File: config.mk
export PLATFORM = sky130hd
export DESIGN_NAME = srf_rx_dev_flat
export DESIGN_NICKNAME = d
export VERILOG_FILES = /design/src/verilog/srf_pkg.sv /design/src/verilog/srf_link_if.sv /design/src/verilog/srf_rx_dev.sv /design/src/flat_wrapper.sv
export SDC_FILE = /design/constraint.sdc
export NUM_CORES = 1
export LEC_CHECK = 0
export BUFFER_PORTS_ARGS = -buffer_cell sky130_fd_sc_hd__buf_2
export CAP_MARGIN = 40
export CORE_MARGIN = 8
export CORE_UTILIZATION = 53
export CTS_BUF_LIST = sky130_fd_sc_hd__clkbuf_4
export CTS_CLUSTER_DIAMETER = 30
export DETAILED_ROUTE_END_ITERATION = 10
export PLACE_DENSITY = 0.8
export SETUP_SLACK_MARGIN = 0.4
export SYNTH_ARGS = -nofsm -noshare
export SYNTH_HDL_FRONTEND = slang
export SYNTH_SLANG_ARGS = --single-unit
File: constraint.sdc
create_clock -name sys_clk -period 1.97 [get_ports sys_clk]
set_input_delay 0.0985 -clock sys_clk [delete_from_list [all_inputs] [get_ports sys_clk]]
set_output_delay 0.0985 -clock sys_clk [all_outputs]
set_load 0.02 [all_outputs]
File: src/verilog/srf_pkg.sv
// srf_pkg: constants shared by both ends of the receive status flag link.
// assumes one 200 MHz clock (sys_clk) and an active-low asynchronous reset.
package srf_pkg;

  // ---------------------------------------------------------------
  // clock and line timing
  // ---------------------------------------------------------------
  localparam int unsigned SYS_CLK_HZ      = 200_000_000;
  localparam int unsigned BAUD_RATE       = 115_200;
  localparam int unsigned SAMPLES_PER_BIT = 16;
  localparam int unsigned SAMPLE_DIV      = SYS_CLK_HZ / (BAUD_RATE * SAMPLES_PER_BIT);

  // ---------------------------------------------------------------
  // sample positions inside one bit time (sample ticks 0..15)
  // ---------------------------------------------------------------
  localparam logic [3:0] SMP_LAST   = 4'hF;
  localparam logic [3:0] SMP_FIRST  = 4'h1;
  localparam logic [3:0] SMP_S_A    = 4'h3;
  localparam logic [3:0] SMP_S_B    = 4'h5;
  localparam logic [3:0] SMP_S_LO   = 4'h7;
  localparam logic [3:0] SMP_S_HI   = 4'hB;
  localparam logic [3:0] SMP_D_LO   = 4'h7;
  localparam logic [3:0] SMP_D_HI   = 4'h9;
  localparam logic [2:0] START_VOTE = 3'h4;
  localparam logic [2:0] BIT_VOTE   = 3'h2;

  // ---------------------------------------------------------------
  // character format
  // ---------------------------------------------------------------
  localparam logic [3:0] DATA_BITS_8 = 4'h8;
  localparam logic [3:0] DATA_BITS_9 = 4'h9;
  localparam logic [3:0] CHAR_BITS_8 = 4'hA;
  localparam logic [3:0] CHAR_BITS_9 = 4'hB;
  localparam int unsigned FRAME_W    = 11;
  localparam int unsigned WORD_W     = 9;
  localparam int unsigned FIFO_DEPTH = 4;

  // ---------------------------------------------------------------
  // status_one layout and reset value
  // ---------------------------------------------------------------
  localparam int unsigned ST_PAR   = 0;
  localparam int unsigned ST_FRM   = 1;
  localparam int unsigned ST_NOISE = 2;
  localparam int unsigned ST_OR    = 3;
  localparam int unsigned ST_IDLE  = 4;
  localparam int unsigned ST_FULL  = 5;
  localparam int unsigned ST_N     = 6;
  localparam logic [5:0]  ST_RESET   = 6'h00;
  localparam logic [5:0]  ST_NO_FULL = 6'h1F;

endpackage : srf_pkg

File: src/verilog/srf_link_if.sv
// srf_link_if: the serial receive line between far transmitter and device.
// assumes both ends run on the same sys_clk; the device still synchronises.
interface srf_link_if;
  logic line;

  // ---------------------------------------------------------------
  // one modport for each party
  // ---------------------------------------------------------------
  modport dev (input  line);
  modport far (output line);
endinterface // srf_link_if

File: src/verilog/srf_rx_dev.sv
// srf_rx_dev: receiver with the six receive status flags and their read-clear.
// assumes cpu read strobes are one-cycle pulses on sys_clk; line idles high.
module srf_rx_dev #(
  parameter int unsigned SAMPLE_DIV = srf_pkg::SAMPLE_DIV
) (
  // clock and reset
  input  wire logic       sys_clk,
  input  wire logic       rst_b,
  // serial line
  srf_link_if.dev         link,
  // cpu read strobes
  input  wire logic       rd_status,
  input  wire logic       rd_data,
  input  wire logic       rd_ctrl3,
  // configuration
  input  wire logic       nine_bit_mode,
  input  wire logic       parity_enable,
  input  wire logic       parity_odd,
  input  wire logic       idle_count_after_stop,
  // register contents
  output logic [7:0]      status_one,
  output logic [7:0]      serial_data_reg,
  output logic            rx_ninth_bit
);
  import srf_pkg::*;

  typedef enum logic [1:0] {RX_IDLE, RX_START, RX_DATA, RX_STOP} srf_rx_state_t;

  function automatic logic is_sample(input logic start, input logic [3:0] idx);
    if (start) begin
      is_sample = (idx == SMP_S_A) || (idx == SMP_S_B) || (idx >= SMP_S_LO && idx <= SMP_S_HI);
    end else begin
      is_sample = (idx >= SMP_D_LO) && (idx <= SMP_D_HI);
    end
  endfunction

  // ---------------------------------------------------------------
  // line synchroniser and sample-rate divider
  // ---------------------------------------------------------------
  logic          line_s1_q;
  logic          line_s2_q;
  logic [15:0]   div_q;
  wire           tick_en = (div_q == 16'(SAMPLE_DIV - 1));

  always_ff @(posedge sys_clk or negedge rst_b) begin
    if (!rst_b) begin
      line_s1_q <= 1'b1;
      line_s2_q <= 1'b1;
      div_q     <= 16'h0000;
    end else begin
      line_s1_q <= link.line;
      line_s2_q <= line_s1_q;
      div_q     <= tick_en ? 16'h0000 : div_q + 16'h0001;
    end
  end

  // ---------------------------------------------------------------
  // bit framing and majority vote
  // ---------------------------------------------------------------
  srf_rx_state_t state_q;
  srf_rx_state_t state_d;
  logic [3:0]    smp_q;
  logic [2:0]    ones_q;
  logic [2:0]    cnt_q;
  logic [3:0]    bit_q;
  logic [8:0]    shift_q;
  logic          par_q;
  logic          noise_acc_q;

  wire        in_start   = (state_q == RX_START);
  wire        bit_end    = tick_en && (smp_q == SMP_LAST);
  wire        smp_take   = tick_en && is_sample(in_start, smp_q) && (state_q != RX_IDLE);
  wire        bit_val    = in_start ? (ones_q >= START_VOTE) : (ones_q >= BIT_VOTE);
  wire        bit_noise  = (ones_q != 3'h0) && (ones_q != cnt_q);
  wire [3:0]  data_bits  = nine_bit_mode ? DATA_BITS_9 : DATA_BITS_8;
  wire [3:0]  char_bits  = nine_bit_mode ? CHAR_BITS_9 : CHAR_BITS_8;
  wire        fall_seen  = tick_en && (state_q == RX_IDLE) && !line_s2_q;
  wire        stop_end   = bit_end && (state_q == RX_STOP);

  always_comb begin
    state_d = state_q;
    case (state_q)
      RX_IDLE: begin
        if (fall_seen) state_d = RX_START;
      end
      RX_START: begin
        if (bit_end) state_d = bit_val ? RX_IDLE : RX_DATA;
      end
      RX_DATA: begin
        if (bit_end && (bit_q == data_bits - 4'h1)) state_d = RX_STOP;
      end
      RX_STOP: begin
        if (bit_end) state_d = RX_IDLE;
      end
      default: state_d = RX_IDLE;
    endcase
  end

  always_ff @(posedge sys_clk or negedge rst_b) begin
    if (!rst_b) begin
      state_q <= RX_IDLE;
      smp_q   <= 4'h0;
    end else begin
      state_q <= state_d;
      if (fall_seen) begin
        smp_q <= SMP_FIRST;
      end else if (tick_en) begin
        smp_q <= smp_q + 4'h1;
      end
    end
  end

  always_ff @(posedge sys_clk or negedge rst_b) begin
    if (!rst_b) begin
      ones_q <= 3'h0;
      cnt_q  <= 3'h0;
    end else if (bit_end || fall_seen) begin
      ones_q <= 3'h0;
      cnt_q  <= 3'h0;
    end else if (smp_take) begin
      ones_q <= ones_q + {2'h0, line_s2_q};
      cnt_q  <= cnt_q + 3'h1;
    end
  end

  always_ff @(posedge sys_clk or negedge rst_b) begin
    if (!rst_b) begin
      bit_q       <= 4'h0;
      shift_q     <= 9'h000;
      par_q       <= 1'b0;
      noise_acc_q <= 1'b0;
    end else if (fall_seen) begin
      bit_q       <= 4'h0;
      par_q       <= 1'b0;
      noise_acc_q <= 1'b0;
    end else if (bit_end) begin
      noise_acc_q <= noise_acc_q | bit_noise;
      if (state_q == RX_DATA) begin
        shift_q[bit_q] <= bit_val;
        par_q          <= par_q ^ bit_val;
        bit_q          <= bit_q + 4'h1;
      end
    end
  end

  // ---------------------------------------------------------------
  // idle line counter
  // ---------------------------------------------------------------
  logic [3:0] idle_q;
  logic [3:0] idle_d;
  logic       idle_arm_q;
  wire        idle_room = (idle_q < char_bits);
  wire        idle_bump = bit_end && idle_room && (
                            (state_q == RX_IDLE && line_s2_q) ||
                            (!idle_count_after_stop && bit_val &&
                             (state_q == RX_DATA || state_q == RX_STOP)));
  wire        idle_set  = idle_bump && (idle_q + 4'h1 == char_bits) && idle_arm_q;

  always_comb begin
    idle_d = idle_q;
    if (idle_bump) begin
      idle_d = idle_q + 4'h1;
    end else if (bit_end && state_q != RX_IDLE) begin
      idle_d = 4'h0;
    end else if (fall_seen) begin
      idle_d = 4'h0;
    end
  end

  // ---------------------------------------------------------------
  // status flags and read-sequence clearing
  // ---------------------------------------------------------------
  logic [ST_N-1:0] flags_q;
  logic [ST_N-1:0] arm_q;
  logic            got_data_q;
  logic            got_c3_q;
  logic [7:0]      data_q;
  logic            r8_q;

  wire             nine_done = (rd_data || got_data_q) && (rd_ctrl3 || got_c3_q);
  wire             full_clr  = arm_q[ST_FULL] && (nine_bit_mode ? nine_done : rd_data);
  wire [ST_N-1:0]  clr_v     = {full_clr, (rd_data ? (arm_q[4:0] & ST_NO_FULL[4:0]) : 5'h00)};
  wire             unread    = flags_q[ST_FULL] && !full_clr;
  wire             load      = stop_end && !unread;
  wire [ST_N-1:0]  set_v;

  assign set_v[ST_FULL]  = load;
  assign set_v[ST_IDLE]  = idle_set;
  assign set_v[ST_OR]    = stop_end && unread;
  assign set_v[ST_NOISE] = load && (noise_acc_q || bit_noise);
  assign set_v[ST_FRM]   = load && !bit_val;
  assign set_v[ST_PAR]   = load && parity_enable && (par_q != parity_odd);

  always_ff @(posedge sys_clk or negedge rst_b) begin
    if (!rst_b) begin
      flags_q    <= ST_RESET;
      arm_q      <= ST_RESET;
      got_data_q <= 1'b0;
      got_c3_q   <= 1'b0;
      idle_q     <= 4'h0;
      idle_arm_q <= 1'b0;
    end else begin
      // set wins over clear
      flags_q    <= set_v | (flags_q & ~clr_v);
      arm_q      <= rd_status ? flags_q : (arm_q & ~clr_v);
      got_data_q <= !rd_status && !full_clr && (got_data_q || rd_data);
      got_c3_q   <= !rd_status && !full_clr && (got_c3_q || rd_ctrl3);
      idle_q     <= idle_d;
      idle_arm_q <= load || (idle_arm_q && !idle_set);
    end
  end

  always_ff @(posedge sys_clk or negedge rst_b) begin
    if (!rst_b) begin
      data_q <= 8'h00;
      r8_q   <= 1'b0;
    end else if (load) begin
      data_q <= shift_q[7:0];
      r8_q   <= nine_bit_mode && shift_q[8];
    end
  end

  assign status_one      = {2'h0, flags_q};
  assign serial_data_reg = data_q;
  assign rx_ninth_bit    = r8_q;

endmodule // srf_rx_dev

File: src/flat_wrapper.sv
// flat-port wrapper written by rule: the top's interface ports become plain ports
module srf_rx_dev_flat import srf_pkg::*;
#(
  parameter int unsigned SAMPLE_DIV = srf_pkg::SAMPLE_DIV
)
  (sys_clk, rst_b, rd_status, rd_data, rd_ctrl3, nine_bit_mode, parity_enable, parity_odd, idle_count_after_stop, status_one, serial_data_reg, rx_ninth_bit, link_line);
  srf_link_if link_i ();
  input  wire logic sys_clk;
  input  wire logic rst_b;
  input  wire logic rd_status;
  input  wire logic rd_data;
  input  wire logic rd_ctrl3;
  input  wire logic nine_bit_mode;
  input  wire logic parity_enable;
  input  wire logic parity_odd;
  input  wire logic idle_count_after_stop;
  output logic [7:0] status_one;
  output logic [7:0] serial_data_reg;
  output logic rx_ninth_bit;
  input wire logic [$bits(link_i.line)-1:0] link_line;
  assign link_i.line = link_line;
  srf_rx_dev #(.SAMPLE_DIV(SAMPLE_DIV)) u_core (.sys_clk(sys_clk), .rst_b(rst_b), .link(link_i), .rd_status(rd_status), .rd_data(rd_data), .rd_ctrl3(rd_ctrl3), .nine_bit_mode(nine_bit_mode), .parity_enable(parity_enable), .parity_odd(parity_odd), .idle_count_after_stop(idle_count_after_stop), .status_one(status_one), .serial_data_reg(serial_data_reg), .rx_ninth_bit(rx_ninth_bit));
endmodule
==> flow_summary.json <==
{
  "die_h_um": 99.8,
  "vias": 2790,
  "status": "complete, no violations",
  "final_hold_viol_count": 0,
  "holdPathEnd": "u_core.flags_q[0]",
  "hold_ws_ns": 0.0289,
  "slowest_stage": "dfrtp_2",
  "crit_required_ns": 2.30,
  "seq_power_share_pct": 53.4,
  "synth_compound_area_share_pct": 11.7,
  "initial_core_util_pct": 54.7,
  "antenna_found_initial": 0,
  "grt_max_degree": 74,
  "finalCoreUtilization_pct": 69.5,
  "min_path_cells": 4,
  "cap_viol_max_count": 0,
  "muxShareOfSynthArea_pct": 6.22,
  "syn-cell-area_um2": 3720,
  "cts-root-buf": "clkbuf_4",
  "first_global_vias": 2870,
  "synth_fa_ha_area_share_pct": 4.37,
  "ios": 27,
  "worstHoldPathType": "input port to flip-flop",
  "critical_path.max_stage_delay_ns": 0.46,
  "clockBufferDepth": 2,
  "synth_edf_count": 0,
  "synth_area_per_cell_um2": 10.7,
  "routed_wirelength_um": 8280,
  "synth_cell_types": 61,
  "dp_hpwl_um": 5130,
  "grt.overflow.total": 0,
  "gp_congestion": 0.795,
  "wl_per_cell_um": 16.4,
  "vias_per_cell": 5.51,
  "synth_top_family_by_area": "simple AND/OR/NAND/NOR gates",
  "leakagePower_nw": 2.14,
  "final_antenna_net_count": 0,
  "drv_slew": 0,
  "cts_max_level": 3,
  "fin_nets": 428,
  "ys_warn_count": 0,
  "clock-sinks": 73,
  "sw_frac_of_total_pct": 22.4,
  "min_from": "rd_data",
  "firstDrtPassIters": 6,
  "drc": 0,
  "synthFlopType": "dfrtp_1",
  "reg2reg_from": "u_core.div_q[2]",
  "placed_cell_area_um2": 4060,
  "setup_viol": 0,
  "grt_setup_unrepaired": "yes",
  "design_area_um2": 4720,
  "finalNonFillerCells": 506,
  "drive_above_1_share_pct": 34.9,
  "r2r_end": "u_core.serial_data_reg[5]",
  "rows": 30,
  "worst_skew_pair.late_latency_ns": 0.44,
  "ys_ff_latch": 73,
  "antenna_cells": 0,
  "area_growth_pct": 26.9,
  "clockPowerShare_pct": 43.0,
  "clock_skew_ns": 0.0218,
  "largest_reg_flops": 16,
  "numCtsBuffers": 9,
  "portBuffers": 24,
  "die-area_um2": 9950,
  "max_freq_mhz": 518,
  "crit_type": "flip-flop to flip-flop",
  "clk_pin_slew_worst_paths_ns": 0.13,
  "drtIter0Drc": 135,
  "cp-start-kind": "flip-flop",
  "core_um2": 6790,
  "power_frac_comb_pct": 3.6,
  "power.density_nw_per_um2": 604,
  "fp.dieW_um": 99.8,
  "period_minus_slack_ns": 1.93,
  "grt_pass1_wl_um": 13600,
  "synth_cells": 348,
  "cts_tree": "built",
  "r2r_slack_ns": 0.04,
  "critPathCaptureType": "flip-flop",
  "finalCritPeriodShare_pct": 97.9,
  "ys_seq_area_share_pct": 49.2,
  "cp.arrival_ns": 2.26,
  "worstPathMaxFanout": 7,
  "cp_cell_sequence": "buf_6 -> nor4b_2 -> nand4_1 -> nor2_2 -> nand2_2 -> buf_12 -> mux2_4",
  "fin_total_pwr_mw": 2.85,
  "yosys.area_share.simple_pct": 20.3,
  "ir_drop_mv": 0.541,
  "async_flop_share_pct": 100,
  "internal-power_mw": 2.21,
  "place_inst": 465,
  "p_switching_uw": 639,
  "final.fill_count": 480,
  "synth_xor_area_share_pct": 4.95,
  "reg2regPathDepth": 7,
  "grt_usage_pct": 16.9
}
through the flow:
| step | worst slack (ns) | setup TNS, ns |
|---|---|---|
| after floorplan | 0.250 | 0 |
| after global placement | 0.134 | 0 |
| after detailed placement | 0.0451 | 0 |
| after CTS | 0.0736 | 0 |
| after global routing | -0.0285 | -0.150 |
| final | 0.0413 | 0 |
placed cells by master (no fill, tap or decap), types with 4 or more instances in the layout:
master and count:
dfrtp_1 64, nand2_1 37, buf_2 24, o21ai_0 17, o21ai_1 16, nor2_1 14
buf_4 14, mux2_4 13, nand3_1 11, xnor2_1 11, ha_1 11, xor2_1 10
clkbuf_4 10, buf_6 10, inv_1 9, nand2b_1 8, nand4_1 7, dlygate4sd3_1 7
dfrtp_2 7, and3_4 5, nor2_4 5, o21ai_2 4, a21oi_1 4, mux2i_1 4
per-layer routing:
metal	GRT usage [%]	part of all wire (%)	up-vias
li1	-	-	1347
met1	20.6	44	1372
met2	27.3	51	64
met3	5.52	4.2	7
met4	6.29	1.3	0
met5	0	0	-
Yosys cell counts (all sizes together) (4+ instances only):
cell    instances  share of area, %
and2            4              0.67
nand2b          8               1.3
ha             13               4.4
buf            11               1.9
mux2           17               5.1
xnor2          11               2.6
nor4            6               2.0
xor2           10               2.4
and3            6               1.0
mux2i           4               1.1
a21oi           7               1.2
o21ai          38               5.2
nor2           22               2.3
nand3          14               2.0
dfrtp          71                48
nand2          40               4.0
nand4           8               1.7
inv             9              0.91
power by group through the flow:
| stage | Combinational (mW) | Clock, mW | Sequential, mW |
|---|---|---|---|
| final | 0.102 | 1.23 | 1.52 |
| after global routing | 0.117 | 1.31 | 1.52 |
| after CTS | 0.102 | 1.24 | 1.52 |
| after detailed placement | 0.0894 | 0 | 1.55 |
| after global placement | 0.0876 | 0 | 1.55 |
| after floorplan | 0.0316 | 0 | 1.55 |
layout make-up:
cell class | instances | area, um2 | area share, %
timing repair buffer | 59 | 488 | 10.3
clock buffer | 10 | 75.1 | 1.59
tap | 96 | 120 | 2.55
clock inverter | 6 | 115 | 2.44
inverter | 9 | 33.8 | 0.716
sequential | 73 | 1840 | 38.9
multi-input combinational | 253 | 2050 | 43.4
kinds of logic after synthesis:
| kind of cell | count (synthesis) |
|---|---|
| compound gates | 67 |
| xor+xnor | 21 |
| fa+ha+maj | 13 |
| buf+inv | 23 |
| flops | 73 |
| mux | 21 |
| other cells | 1 |
| simple gates | 129 |
worst max-delay path, delay by kind of cell, from the launching register on:
family	cells	cell delay, ns
DFF	1	0.46
muxes	1	0.29
and+or+nand+nor	4	0.78
buffers and inverters	2	0.29
worst max path at each step:
stage                    startpoint                         to  slack (ns)
floorplan           u_core.smp_q[0]            u_core.bit_q[3]        0.25
global placement    u_core.div_q[7]  u_core.serial_data_reg[5]        0.13
detailed placement  u_core.div_q[2]          u_core.shift_q[7]        0.05
CTS                 u_core.div_q[7]          u_core.shift_q[3]        0.07
global route        u_core.div_q[2]  u_core.serial_data_reg[5]       -0.03
finish              u_core.div_q[2]  u_core.serial_data_reg[5]        0.04
what timing repair did:
action                                  4_1_cts  5_1_grt
endpoints found under the hold margin        78        0
gates cloned                                  0        1
gates resized for setup                      20       50
endpoints found under the setup margin       47       51
hold buffers                                  7        0
buffers inserted                              7       10
pin swaps                                     7       27
(Power assumes the default switching activity.)
